===== config.mk =====
export PLATFORM = sky130hd
export DESIGN_NAME = plb_top
export DESIGN_NICKNAME = d
export VERILOG_FILES = /design/src/pkg/plb_pkg.sv /design/src/verilog/plb_core.sv /design/src/verilog/plb_top.sv
export VERILOG_INCLUDE_DIRS = /design/src /design/src/pkg
export SDC_FILE = /design/constraint.sdc
export NUM_CORES = 1
export LEC_CHECK = 0
export BUFFER_PORTS_ARGS = -buffer_cell sky130_fd_sc_hd__buf_2
export CAP_MARGIN = 20
export CORE_UTILIZATION = 56
export CTS_BUF_LIST = sky130_fd_sc_hd__clkbuf_4
export CTS_CLUSTER_SIZE = 24
export DETAILED_ROUTE_END_ITERATION = 12
export PLACE_DENSITY_LB_ADDON = 0.2
export SYNTH_ARGS = -nofsm -noshare
export SYNTH_HDL_FRONTEND = slang
export SYNTH_SLANG_ARGS = --single-unit
export TNS_END_PERCENT = 20

===== constraint.sdc =====
create_clock -name I_CLK -period 4.2 [get_ports I_CLK]
set_input_delay 0.84 -clock I_CLK [delete_from_list [all_inputs] [get_ports I_CLK]]
set_output_delay 0.84 -clock I_CLK [all_outputs]
set_load 0.01 [all_outputs]

===== src/pkg/plb_consts.svh =====
// Constants for the programmable lookup-table logic block
`ifndef PLB_CONSTS_SVH
`define PLB_CONSTS_SVH
// ========================================
// Register byte offsets
`define PLB_OFF_BLOCK_SEL 8'h00
`define PLB_OFF_TABLE_SEL 8'h04
`define PLB_OFF_SLOT_SEL 8'h08
`define PLB_OFF_SRC_SEL 8'h0c
`define PLB_OFF_ACT_MODE 8'h10
`define PLB_OFF_ROW_IDX 8'h14
`define PLB_OFF_ROW_BIT 8'h18
`define PLB_OFF_TABLE_WORD 8'h1c
`define PLB_OFF_STATUS 8'h20
// ========================================
// Reset values, responses and legal-value counts
`define PLB_TABLE_RST 8'h00
`define PLB_RESP_OKAY 2'h0
`define PLB_RESP_SLVERR 2'h2
`define PLB_NUM_SRC 5'h13
`define PLB_NUM_SLOT 2'h3
`define PLB_NUM_ACT 3'h5
`endif


===== src/pkg/plb_pkg.sv =====
// Types for the programmable lookup-table logic block
package plb_pkg;
  // ========================================
  // Input sources
  typedef enum logic [4:0] {
    SRC_ZERO, SRC_LINE0, SRC_LINE1, SRC_LINE2, SRC_LINE3,
    SRC_SW_OUTPUT_0, SRC_SW_OUTPUT_1, SRC_SW_OUTPUT_2, SRC_SW_OUTPUT_3,
    SRC_CNT0_BEGIN_EVT, SRC_CNT1_BEGIN_EVT, SRC_CNT0_FINISH_EVT, SRC_CNT1_FINISH_EVT,
    SRC_BLOCK0, SRC_BLOCK1, SRC_EXPO_BEGIN, SRC_EXPO_FINISH,
    SRC_FRAME_TRIG_WAITING, SRC_ACQ_RUNNING
  } plb_src_type;
  // ========================================
  // Activation modes
  typedef enum logic [2:0] {
    ACT_LEVEL_LOW, ACT_LEVEL_HIGH, ACT_FALL, ACT_RISE, ACT_BOTH_EDGES
  } plb_act_type;
  // ========================================
  // Per-input setting and camera signals
  typedef struct packed {
    plb_src_type src;
    plb_act_type act;
  } plb_input_cfg_type;
  typedef struct packed {
    logic [3:0] line;
    logic [3:0] sw_output;
    logic [1:0] cnt_begin_evt;
    logic [1:0] cnt_finish_evt;
    logic expo_begin;
    logic expo_finish;
    logic frame_trig_waiting;
    logic acq_running;
  } plb_sig_type;
  // ========================================
  // One block's configuration
  typedef struct packed {
    plb_input_cfg_type [2:0] inp;
    logic [7:0] value_table;
    logic [7:0] enable_table;
  } plb_blk_cfg_type;
endpackage : plb_pkg


===== src/verilog/plb_core.sv =====
// One logic block: input qualifiers, two tables, output flip-flop
`timescale 1ns/1ps
`include "plb_consts.svh"
module plb_core (
  // Clock and reset
  input wire logic i_clk,
  input wire logic i_rst_b,
  // Sampled sources and configuration
  input wire logic [18:0] i_src_vec,
  input wire logic [18:0] i_src_prev,
  input plb_pkg::plb_blk_cfg_type i_cfg,
  // Block output
  output logic o_out
);
  import plb_pkg::*;
  // ========================================
  // Input qualification
  logic [2:0] qual;
  logic out_r;
  logic out_nxt;
  logic [2:0] row;
  for (genvar k = 0; k < 3; k++) begin : g_in
    logic cur;
    logic prv;
    assign cur = i_src_vec[i_cfg.inp[k].src];
    assign prv = i_src_prev[i_cfg.inp[k].src];
    always_comb begin
      unique case (i_cfg.inp[k].act)
        ACT_LEVEL_LOW: qual[k] = !cur;
        ACT_LEVEL_HIGH: qual[k] = cur;
        ACT_FALL: qual[k] = prv && !cur;
        ACT_RISE: qual[k] = !prv && cur;
        ACT_BOTH_EDGES: qual[k] = prv ^ cur;
        default: qual[k] = 1'b0;
      endcase
    end
  end
  // Shared inputs feed both tables; input 2 is the row msb
  assign row = {qual[2], qual[1], qual[0]};
  // ========================================
  // Output flip-flop
  always_comb begin
    out_nxt = out_r;
    if (i_cfg.enable_table[row]) begin
      out_nxt = i_cfg.value_table[row];
    end
  end
  always_ff @(posedge i_clk) begin
    if (!i_rst_b) begin
      out_r <= 1'b0;
    end else begin
      out_r <= out_nxt;
    end
  end
  assign o_out = out_r;
  a_out_hold: assert property (@(posedge i_clk) disable iff (!i_rst_b)
    !i_cfg.enable_table[row] |=> $stable(o_out))
    else $error("output changed while enable false");
  a_out_load: assert property (@(posedge i_clk) disable iff (!i_rst_b)
    i_cfg.enable_table[row] |=> o_out == $past(i_cfg.value_table[row]))
    else $error("output did not load value table");
  a_pass_thru: assert property (@(posedge i_clk) disable iff (!i_rst_b)
    i_cfg.enable_table == 8'hff |=> o_out == $past(i_cfg.value_table[row]))
    else $error("pass-through failed");
  // A rise qualifier must drop after one cycle unless the input setting moved
  a_edge_pulse: assert property (@(posedge i_clk) disable iff (!i_rst_b)
    (i_cfg.inp[0].act == ACT_RISE && qual[0]) |=> !qual[0] || $changed(i_cfg.inp[0]))
    else $error("rise qualifier lasted two cycles");
endmodule : plb_core


===== src/verilog/plb_top.sv =====
// Two programmable logic blocks behind an AXI4-Lite register slave
//
// Chosen here: the AXI4-Lite slave port and the address map.
`timescale 1ns/1ps
`include "plb_consts.svh"
// What this block does
// - Two tables drive flip-flop data and enable
// - Each table: three inputs, eight truth bits
// - Both tables share one input selection set
// - Source setting picks each input's signal
// - Activation setting picks level or edge
// - Row index then single truth bit write
// - Whole eight-bit table in one write
// - Input2 is row msb; bit k is row k
// - Output holds unless enable table true
// - Enable all ones passes value through
// - Table selector chooses table for settings
// - Two blocks chosen by block selector
// - Sources: zero, lines, outputs, events, blocks
// - Five activation modes offered
module plb_top (
  // Clock and reset
  input wire logic I_CLK,
  input wire logic I_RST_B,
  // Camera signals
  input plb_pkg::plb_sig_type I_SIG,
  // AXI4-Lite write address and data
  input wire logic [7:0] I_AWADDR,
  input wire logic I_AWVALID,
  output logic O_AWREADY,
  input wire logic [31:0] I_WDATA,
  input wire logic [3:0] I_WSTRB,
  input wire logic I_WVALID,
  output logic O_WREADY,
  // AXI4-Lite write response
  output logic [1:0] O_BRESP,
  output logic O_BVALID,
  input wire logic I_BREADY,
  // AXI4-Lite read
  input wire logic [7:0] I_ARADDR,
  input wire logic I_ARVALID,
  output logic O_ARREADY,
  output logic [31:0] O_RDATA,
  output logic [1:0] O_RRESP,
  output logic O_RVALID,
  input wire logic I_RREADY,
  // Block outputs
  output logic [1:0] O_BLOCK_OUT
);
  import plb_pkg::*;
  // ========================================
  // Configuration state
  plb_blk_cfg_type [1:0] cfg_r, cfg_nxt;
  logic blk_sel_r, blk_sel_nxt;
  logic tbl_sel_r, tbl_sel_nxt;
  logic [1:0] slot_r, slot_nxt;
  logic [2:0] row_r, row_nxt;
  // ========================================
  // Bus state
  logic aw_hold_r, aw_hold_nxt;
  logic w_hold_r, w_hold_nxt;
  logic [7:0] awaddr_r, awaddr_nxt;
  logic [31:0] wdata_r, wdata_nxt;
  logic bvalid_r, bvalid_nxt;
  logic [1:0] bresp_r, bresp_nxt;
  logic rvalid_r, rvalid_nxt;
  logic [31:0] rdata_r, rdata_nxt;
  logic [1:0] rresp_r, rresp_nxt;
  logic do_write;
  logic wr_ok;
  // ========================================
  // Source sampling
  logic [18:0] src_vec, src_prev_r;
  logic [1:0] blk_out;
  assign src_vec = {I_SIG.acq_running, I_SIG.frame_trig_waiting, I_SIG.expo_finish,
                    I_SIG.expo_begin, blk_out, I_SIG.cnt_finish_evt, I_SIG.cnt_begin_evt,
                    I_SIG.sw_output, I_SIG.line, 1'b0};
  // Previous sample feeds edge detection
  always_ff @(posedge I_CLK) begin
    if (!I_RST_B) begin
      src_prev_r <= '0;
    end else begin
      src_prev_r <= src_vec;
    end
  end
  for (genvar b = 0; b < 2; b++) begin : g_blk
    plb_core u_core (
      .i_clk(I_CLK),
      .i_rst_b(I_RST_B),
      .i_src_vec(src_vec),
      .i_src_prev(src_prev_r),
      .i_cfg(cfg_r[b]),
      .o_out(blk_out[b])
    );
  end
  assign O_BLOCK_OUT = blk_out;
  // ========================================
  // Write channel
  assign O_AWREADY = !aw_hold_r && !bvalid_r;
  assign O_WREADY = !w_hold_r && !bvalid_r;
  always_comb begin
    logic have_aw;
    logic have_w;
    have_aw = aw_hold_r || (I_AWVALID && O_AWREADY);
    have_w = w_hold_r || (I_WVALID && O_WREADY);
    aw_hold_nxt = aw_hold_r;
    w_hold_nxt = w_hold_r;
    awaddr_nxt = awaddr_r;
    wdata_nxt = wdata_r;
    bvalid_nxt = bvalid_r;
    bresp_nxt = bresp_r;
    do_write = 1'b0;
    if (I_AWVALID && O_AWREADY) begin
      awaddr_nxt = I_AWADDR;
      aw_hold_nxt = 1'b1;
    end
    if (I_WVALID && O_WREADY) begin
      wdata_nxt = I_WDATA;
      w_hold_nxt = 1'b1;
    end
    if (bvalid_r && I_BREADY) begin
      bvalid_nxt = 1'b0;
    end
    if (have_aw && have_w && !bvalid_r) begin
      do_write = 1'b1;
      aw_hold_nxt = 1'b0;
      w_hold_nxt = 1'b0;
      bvalid_nxt = 1'b1;
      bresp_nxt = wr_ok ? `PLB_RESP_OKAY : `PLB_RESP_SLVERR;
    end
  end
  // Address and data of the write being committed
  logic [7:0] wa;
  logic [31:0] wd;
  assign wa = (I_AWVALID && O_AWREADY) ? I_AWADDR : awaddr_r;
  assign wd = (I_WVALID && O_WREADY) ? I_WDATA : wdata_r;
  // ========================================
  // Register decode; selectors steer the indexed settings
  always_comb begin
    cfg_nxt = cfg_r;
    blk_sel_nxt = blk_sel_r;
    tbl_sel_nxt = tbl_sel_r;
    slot_nxt = slot_r;
    row_nxt = row_r;
    wr_ok = 1'b1;
    unique case (wa)
      `PLB_OFF_BLOCK_SEL: if (do_write && I_WSTRB[0]) blk_sel_nxt = wd[0];
      `PLB_OFF_TABLE_SEL: if (do_write && I_WSTRB[0]) tbl_sel_nxt = wd[0];
      `PLB_OFF_SLOT_SEL: begin
        wr_ok = wd[1:0] < `PLB_NUM_SLOT && wd[31:2] == '0;
        if (do_write && wr_ok && I_WSTRB[0]) slot_nxt = wd[1:0];
      end
      `PLB_OFF_SRC_SEL: begin
        wr_ok = wd[4:0] < `PLB_NUM_SRC && wd[31:5] == '0;
        if (do_write && wr_ok && I_WSTRB[0]) begin
          cfg_nxt[blk_sel_r].inp[slot_r].src = plb_src_type'(wd[4:0]);
        end
      end
      `PLB_OFF_ACT_MODE: begin
        wr_ok = wd[2:0] < `PLB_NUM_ACT && wd[31:3] == '0;
        if (do_write && wr_ok && I_WSTRB[0]) begin
          cfg_nxt[blk_sel_r].inp[slot_r].act = plb_act_type'(wd[2:0]);
        end
      end
      `PLB_OFF_ROW_IDX: begin
        wr_ok = wd[31:3] == '0;
        if (do_write && wr_ok && I_WSTRB[0]) row_nxt = wd[2:0];
      end
      `PLB_OFF_ROW_BIT: if (do_write && I_WSTRB[0]) begin
        if (tbl_sel_r) cfg_nxt[blk_sel_r].enable_table[row_r] = wd[0];
        else cfg_nxt[blk_sel_r].value_table[row_r] = wd[0];
      end
      `PLB_OFF_TABLE_WORD: if (do_write && I_WSTRB[0]) begin
        if (tbl_sel_r) cfg_nxt[blk_sel_r].enable_table = wd[7:0];
        else cfg_nxt[blk_sel_r].value_table = wd[7:0];
      end
      default: wr_ok = 1'b0;
    endcase
  end
  // ========================================
  // Read channel
  assign O_ARREADY = !rvalid_r;
  always_comb begin
    plb_blk_cfg_type c;
    logic [7:0] tbl;
    c = cfg_r[blk_sel_r];
    tbl = tbl_sel_r ? c.enable_table : c.value_table;
    rvalid_nxt = rvalid_r;
    rdata_nxt = rdata_r;
    rresp_nxt = rresp_r;
    if (rvalid_r && I_RREADY) rvalid_nxt = 1'b0;
    if (I_ARVALID && O_ARREADY) begin
      rvalid_nxt = 1'b1;
      rresp_nxt = `PLB_RESP_OKAY;
      rdata_nxt = '0;
      unique case (I_ARADDR)
        `PLB_OFF_BLOCK_SEL: rdata_nxt[0] = blk_sel_r;
        `PLB_OFF_TABLE_SEL: rdata_nxt[0] = tbl_sel_r;
        `PLB_OFF_SLOT_SEL: rdata_nxt[1:0] = slot_r;
        `PLB_OFF_SRC_SEL: rdata_nxt[4:0] = c.inp[slot_r].src;
        `PLB_OFF_ACT_MODE: rdata_nxt[2:0] = c.inp[slot_r].act;
        `PLB_OFF_ROW_IDX: rdata_nxt[2:0] = row_r;
        `PLB_OFF_ROW_BIT: rdata_nxt[0] = tbl[row_r];
        `PLB_OFF_TABLE_WORD: rdata_nxt[7:0] = tbl;
        `PLB_OFF_STATUS: rdata_nxt[1:0] = blk_out;
        default: rresp_nxt = `PLB_RESP_SLVERR;
      endcase
    end
  end
  // ========================================
  // State registers
  always_ff @(posedge I_CLK) begin
    if (!I_RST_B) begin
      for (int b = 0; b < 2; b++) begin
        cfg_r[b].inp <= '0;
        cfg_r[b].value_table <= `PLB_TABLE_RST;
        cfg_r[b].enable_table <= `PLB_TABLE_RST;
      end
      blk_sel_r <= 1'b0;
      tbl_sel_r <= 1'b0;
      slot_r <= '0;
      row_r <= '0;
      aw_hold_r <= 1'b0;
      w_hold_r <= 1'b0;
      awaddr_r <= '0;
      wdata_r <= '0;
      bvalid_r <= 1'b0;
      bresp_r <= `PLB_RESP_OKAY;
      rvalid_r <= 1'b0;
      rdata_r <= '0;
      rresp_r <= `PLB_RESP_OKAY;
    end else begin
      cfg_r <= cfg_nxt;
      blk_sel_r <= blk_sel_nxt;
      tbl_sel_r <= tbl_sel_nxt;
      slot_r <= slot_nxt;
      row_r <= row_nxt;
      aw_hold_r <= aw_hold_nxt;
      w_hold_r <= w_hold_nxt;
      awaddr_r <= awaddr_nxt;
      wdata_r <= wdata_nxt;
      bvalid_r <= bvalid_nxt;
      bresp_r <= bresp_nxt;
      rvalid_r <= rvalid_nxt;
      rdata_r <= rdata_nxt;
      rresp_r <= rresp_nxt;
    end
  end
  assign O_BVALID = bvalid_r;
  assign O_BRESP = bresp_r;
  assign O_RVALID = rvalid_r;
  assign O_RDATA = rdata_r;
  assign O_RRESP = rresp_r;
  // ========================================
  // Checks
  a_word_write: assert property (@(posedge I_CLK) disable iff (!I_RST_B)
    (do_write && wa == `PLB_OFF_TABLE_WORD && I_WSTRB[0] && !tbl_sel_r)
    |=> cfg_r[$past(blk_sel_r)].value_table == $past(wd[7:0]))
    else $error("table word write lost");
  a_row_write: assert property (@(posedge I_CLK) disable iff (!I_RST_B)
    (do_write && wa == `PLB_OFF_ROW_BIT && I_WSTRB[0] && tbl_sel_r)
    |=> cfg_r[$past(blk_sel_r)].enable_table[$past(row_r)] == $past(wd[0]))
    else $error("row bit write lost");
  a_row_range: assert property (@(posedge I_CLK) disable iff (!I_RST_B)
    (do_write && wa == `PLB_OFF_ROW_IDX && wd > 32'h7) |=> $stable(row_r))
    else $error("row index out of range accepted");
  a_src_shared: assert property (@(posedge I_CLK) disable iff (!I_RST_B)
    (do_write && wa == `PLB_OFF_TABLE_SEL) |=> $stable(cfg_r))
    else $error("table select altered input set");
  a_reset_out: assert property (@(posedge I_CLK)
    !I_RST_B |=> O_BLOCK_OUT == 2'h0)
    else $error("block output not cleared by reset");
  a_other_block: assert property (@(posedge I_CLK) disable iff (!I_RST_B)
    (do_write && !blk_sel_r) |=> $stable(cfg_r[1]))
    else $error("unselected block changed");
  a_bresp_time: assert property (@(posedge I_CLK) disable iff (!I_RST_B)
    do_write |=> O_BVALID)
    else $error("write response missing");
endmodule : plb_top


**Yosys cells after proc, flatten, opt, wreduce, memory -nomap -nowiden**

Cells that the tools add are included.

- Memories kept: 0
- Word-level logic and storage cells: 267
- RAM bits: 0
- Latch bits: 0
- Memory bits (read-only): 0
- Flip-flop bits (word level): 164

- Multipliers: 0
- Shift operators: 0
- Mux-type cells: 91
- $lt $le $gt $ge: 17
- Bitwise operators: 7
- Eq/ne operators: 43
- Add/subtract/negate cells: 0
- Div/mod/pow operators: 0
- Reduce and logical (&&, ||, !) cells: 76

Operators with widths:

| cell | number |
|---|---|
| $bwmux 80 | 6 |
| $mux 80 | 6 |
| $pmux 80 s4 | 1 |
| $demux 40 s1 | 6 |
| $mux 40 | 4 |
| $eq 8x5->1 const B | 8 |
| $bmux 1 s5 | 12 |
| $mux 8 | 6 |
| $eq 3x2->1 const B | 12 |
| $logic_and 1x1->1 | 36 |
| $lt 5x6->1 const B | 6 |
| $pmux 1 s5 | 7 |
| $demux 8 s2 | 2 |
| $eq 8x4->1 const B | 4 |
| $mux 16 | 2 |
| $mux 32 | 1 |
| $logic_not 30->1 | 1 |
| $logic_not 29->1 | 1 |
| $logic_not 27->1 | 1 |
| $mux 1 | 23 |
| $eq 3x1->1 const B | 6 |
| $eq 3x3->1 const B | 6 |
| $logic_not 3->1 | 6 |
| $bmux 8 s2 | 1 |
| 32 further kinds | 70 |

**Longest topological paths before layout**

- Word-level depth: 11
- Gate-level depth with buffers: 16
- Depth with buffers taken out: 15

**Cells and area by module**

A second synthesis with hierarchy kept.

- Cells, all modules: 1,314
- Area total of the unflattened synthesis: 11,373.4 sq um

Modules (own cells, without submodules):

| module | area an instance (sq um) | instances | cells an instance | sequential area each (sq um) |
|---|---|---|---|---|
| plb_top | 7,930.1 | 1 | 900 | 3,183.1 |
| plb_core | 1,721.7 | 2 | 207 | 20.0 |

**Worst setup path before layout**

OpenSTA, ideal clock, no wires.

- Path type: register to register
- Start: reg with a tool-made name
- End: reg g_blk[0].u_core.out_r
- Arrival: 3,998 ps
- Path slack: 124 ps
- Cell stages (with the launch flop): 16
- Path through: dfxtp_1 clkbuf_1 clkbuf_1 mux2_2 nand2_1 o21ai_0 mux4_2 a21boi_0 inv_1 ha_1 or4b_2 o311ai_2 mux2i_1 nor3_1 a221o_1 nor3_1

RTL lines:

| what | RTL line | source |
|---|---|---|
| end signal, assigned | plb_core.sv:52 | `out_r <= out_nxt;` |
| end, declared | plb_core.sv:19 | `logic out_r;` |

==> impl_metrics.yaml <==
die:
  start_util: 0.576
  die_area_mm2: 0.0200
  die_w_um: 141
  pin_count: 118
  core_region_area_mm2: 0.0189
  die_y_um: 141
  num_rows: 50
yosys:
  yosysSeqAreaShare: 0.296
  synth-edff-count: 0
  yosys.area_share.simple: 0.195
  synth.area.mux_share: 0.179
  synth.top_cell.area_share: 0.296
  synth_top_family_by_area: "compound AO/OA/AOI/OAI gates"
  synth.area.top_cells: "dfxtp_1 30%, mux4_2 10%, a21oi_1 6.5%"
  syn_inst: 1343
  ys_types: 70
  synth_xor_area_frac: 0.00402
  ys_seq_elements: 161
  synth-compound-area-share: 0.240
  async_reset_ff_frac: 0
  synth_ff_type: "dfxtp_1"
  synth.cell_area_mm2: 0.0109
  synth.avg_cell_area_um2: 8.11
  yosysWarnings: 0
  synth-adder-area-share: 0.0147
  synth_top_area_cell: "dfxtp_1"
timing:
  max_freq_mhz: 253
  worstMarginPinSlew_ns: 0.941
  hold_violations: 0
  fin_crit_ns: 3.95
  fin_setup_tns_ns: 0
  holdWs_ns: 0.442
  timing.final.crit_share: 0.941
  final-setup-viol-count: 0
  finClkSkew_ns: 0.0216
  grt_setup_unrepaired: "no"
  fin_ws_ns: 0.250
  slew_violations: 0
  slew_headroom: 0.369
pwr:
  powerDensity_mw_per_mm2: 261
  seqPwrFrac: 0.521
  power.share.combinational: 0.155
  switching_share: 0.314
  ir_drop_mv: 0.182
  total_leakage_power_nw: 4.39
  clock_power_share: 0.323
  cell_internal_pwr_mw: 2.13
  p_sw_mw: 0.976
placement:
  dp_hpwl_um: 23000
  gp_congestion: 1.02
  pre_cts_slack_ns: -0.0247
  io_buffers: 88
clocking:
  tritoncts: "built"
  clk_pin_slew_ns: 0.14
  h-tree-depth: 4
  cts_sinks: 161
  postCtsResizedCells: 0
  clk-insertion-delay-late_ns: 0.60
  cts-root-to-sink-buffers: 2
  hold_buffers: 0
  cts_buffers: 17
  cts_setup_buffers: 0
  cts-root-buf: "clkbuf_4"
critical_path:
  critPathKind: "reg2reg"
  cp_max_fo: 10
  critPathCaptureType: "flop"
  worstPathArrival_ns: 4.43
  worst_ep_required_time_ns: 4.68
  startpoint_type: "flop"
route:
  routed-wl-met3_um: 2870
  met1_length_um: 13400
  top_layer: "met4"
  ant_nets: 0
  wire_per_inst_um: 19.5
  viasPerCell: 6.31
  wl_met2_um: 15300
  drtIter0Drc: 1231
  drc: 0
  postRouteWirelength_um: 32700
  detail_route.first_pass.iterations: 9
  dr_total_vias: 10600
global_routing:
  gr-total-overflow: 0
  grt_max_degree: 83
  grt_pass1_vias: 9496
  grt_usage: 0.332
  grt_pass1_wl_um: 51200
  antenna_found_initial: 1
cells_and_area:
  layout_common_cells: "167 x nand2_1, 157 x dfxtp_1, 142 x a21oi_1"
  final_common_cell: "nand2_1"
  area_delta_synth_final_pct: 9.30
  fillerInstances: 1722
  layout-drive-gt1-share: 0.194
  nets: 1488
run:
  maxCapViolCount: 0
run_status:
  status: "completed"
hold_path:
  worstHoldPathType: "in2reg"
[through the flow]
| stage | power, mW | area [um2] | util | cells |
|---|---|---|---|---|
| finish | 3.11 | 11900 | 0.630 | 1675 |
| global route | 3.24 | 11900 | 0.630 | 1675 |
| CTS | 3.11 | 11900 | 0.629 | 1673 |
| detailed placement | 2.13 | 11600 | 0.613 | 1641 |
| global placement | 2.12 | 11600 | 0.613 | 1641 |
| floorplan | 1.96 | 11000 | - | 1368 |
[power groups by stage]
stage	Combinational [mW]	Sequential, mW	Clock, mW
6_report	0.484	1.62	1.01
5_1_grt	0.527	1.63	1.09
4_1_cts	0.479	1.62	1.02
3_5_place_dp	0.477	1.65	0
3_3_place_gp	0.470	1.65	0
2_1_floorplan	0.323	1.63	0
[layout make-up]
type | count | area [um2] | area share
diodes | 1 | 2.50 | 0.000210
clock inverters | 15 | 174 | 0.0146
multi-input cells | 1043 | 7030 | 0.591
flip-flops and latches | 161 | 3230 | 0.271
well taps | 260 | 325 | 0.0273
clock buffers | 17 | 128 | 0.0107
inverters | 33 | 126 | 0.0106
repair buffers | 145 | 885 | 0.0743
[worst paths after layout]
check	start	endpoint	slack [ns]	cells past startpoint
max	flop	g_blk[1].u_core.o_out$_SDFFE_PN0P_	0.25	16
min	I_RREADY	O_RVALID$_SDFFE_PN0P_	0.44	2
max reg2reg	flop	g_blk[1].u_core.o_out$_SDFFE_PN0P_	0.25	16
min reg2reg	O_RDATA[5]$_SDFFE_PN0P_	O_RDATA[5]$_SDFFE_PN0P_	0.46	2
[logic make-up after synthesis]
family	count (synthesis)
mux	129
xor+xnor	5
other cells	1
simple gates	453
compound gates	417
fa+ha+maj	13
buf+inv	164
flops	161
[metal layers]
| metal | global-route usage | up-vias |
|---|---|---|
| li1 | - | 5012 |
| met1 | 0.429 | 4938 |
| met2 | 0.538 | 529 |
| met3 | 0.0678 | 85 |
| met4 | 0.143 | 0 |
| met5 | 0 | - |
[synth_stat cells, types with 11 or more instances]
cell      number
a21oi_1      142
dfxtp_1      161
mux2_2        24
a311oi_1      31
o21ai_0      115
nand4_1       11
nor2b_1       28
o21a_1        12
inv_1         33
nand2_1      167
a22oi_1       32
nor4_1        17
and2_1        21
ha_1          12
nor3b_1       11
buf_4         31
mux2i_1       54
mux4_2        50
nand3_1       19
clkbuf_1      77
a22o_1        21
nor2_1       122
nor3_1        23
a211oi_1      14
[critical path, stage by stage (launching register included)]
cell and delay [ns]:
dfxtp_1 0.59, buf_4 0.24, mux4_2 0.35, mux4_2 0.48, inv_1 0.07, o21a_1 0.14
inv_1 0.05, ha_1 0.18, mux2_2 0.25, nand2_1 0.06, a21oi_1 0.05, a211oi_1 0.21
buf_4 0.21, mux4_2 0.51, mux2_2 0.28, nand3_1 0.08, o31ai_1 0.07
(Power assumes the default switching activity.)
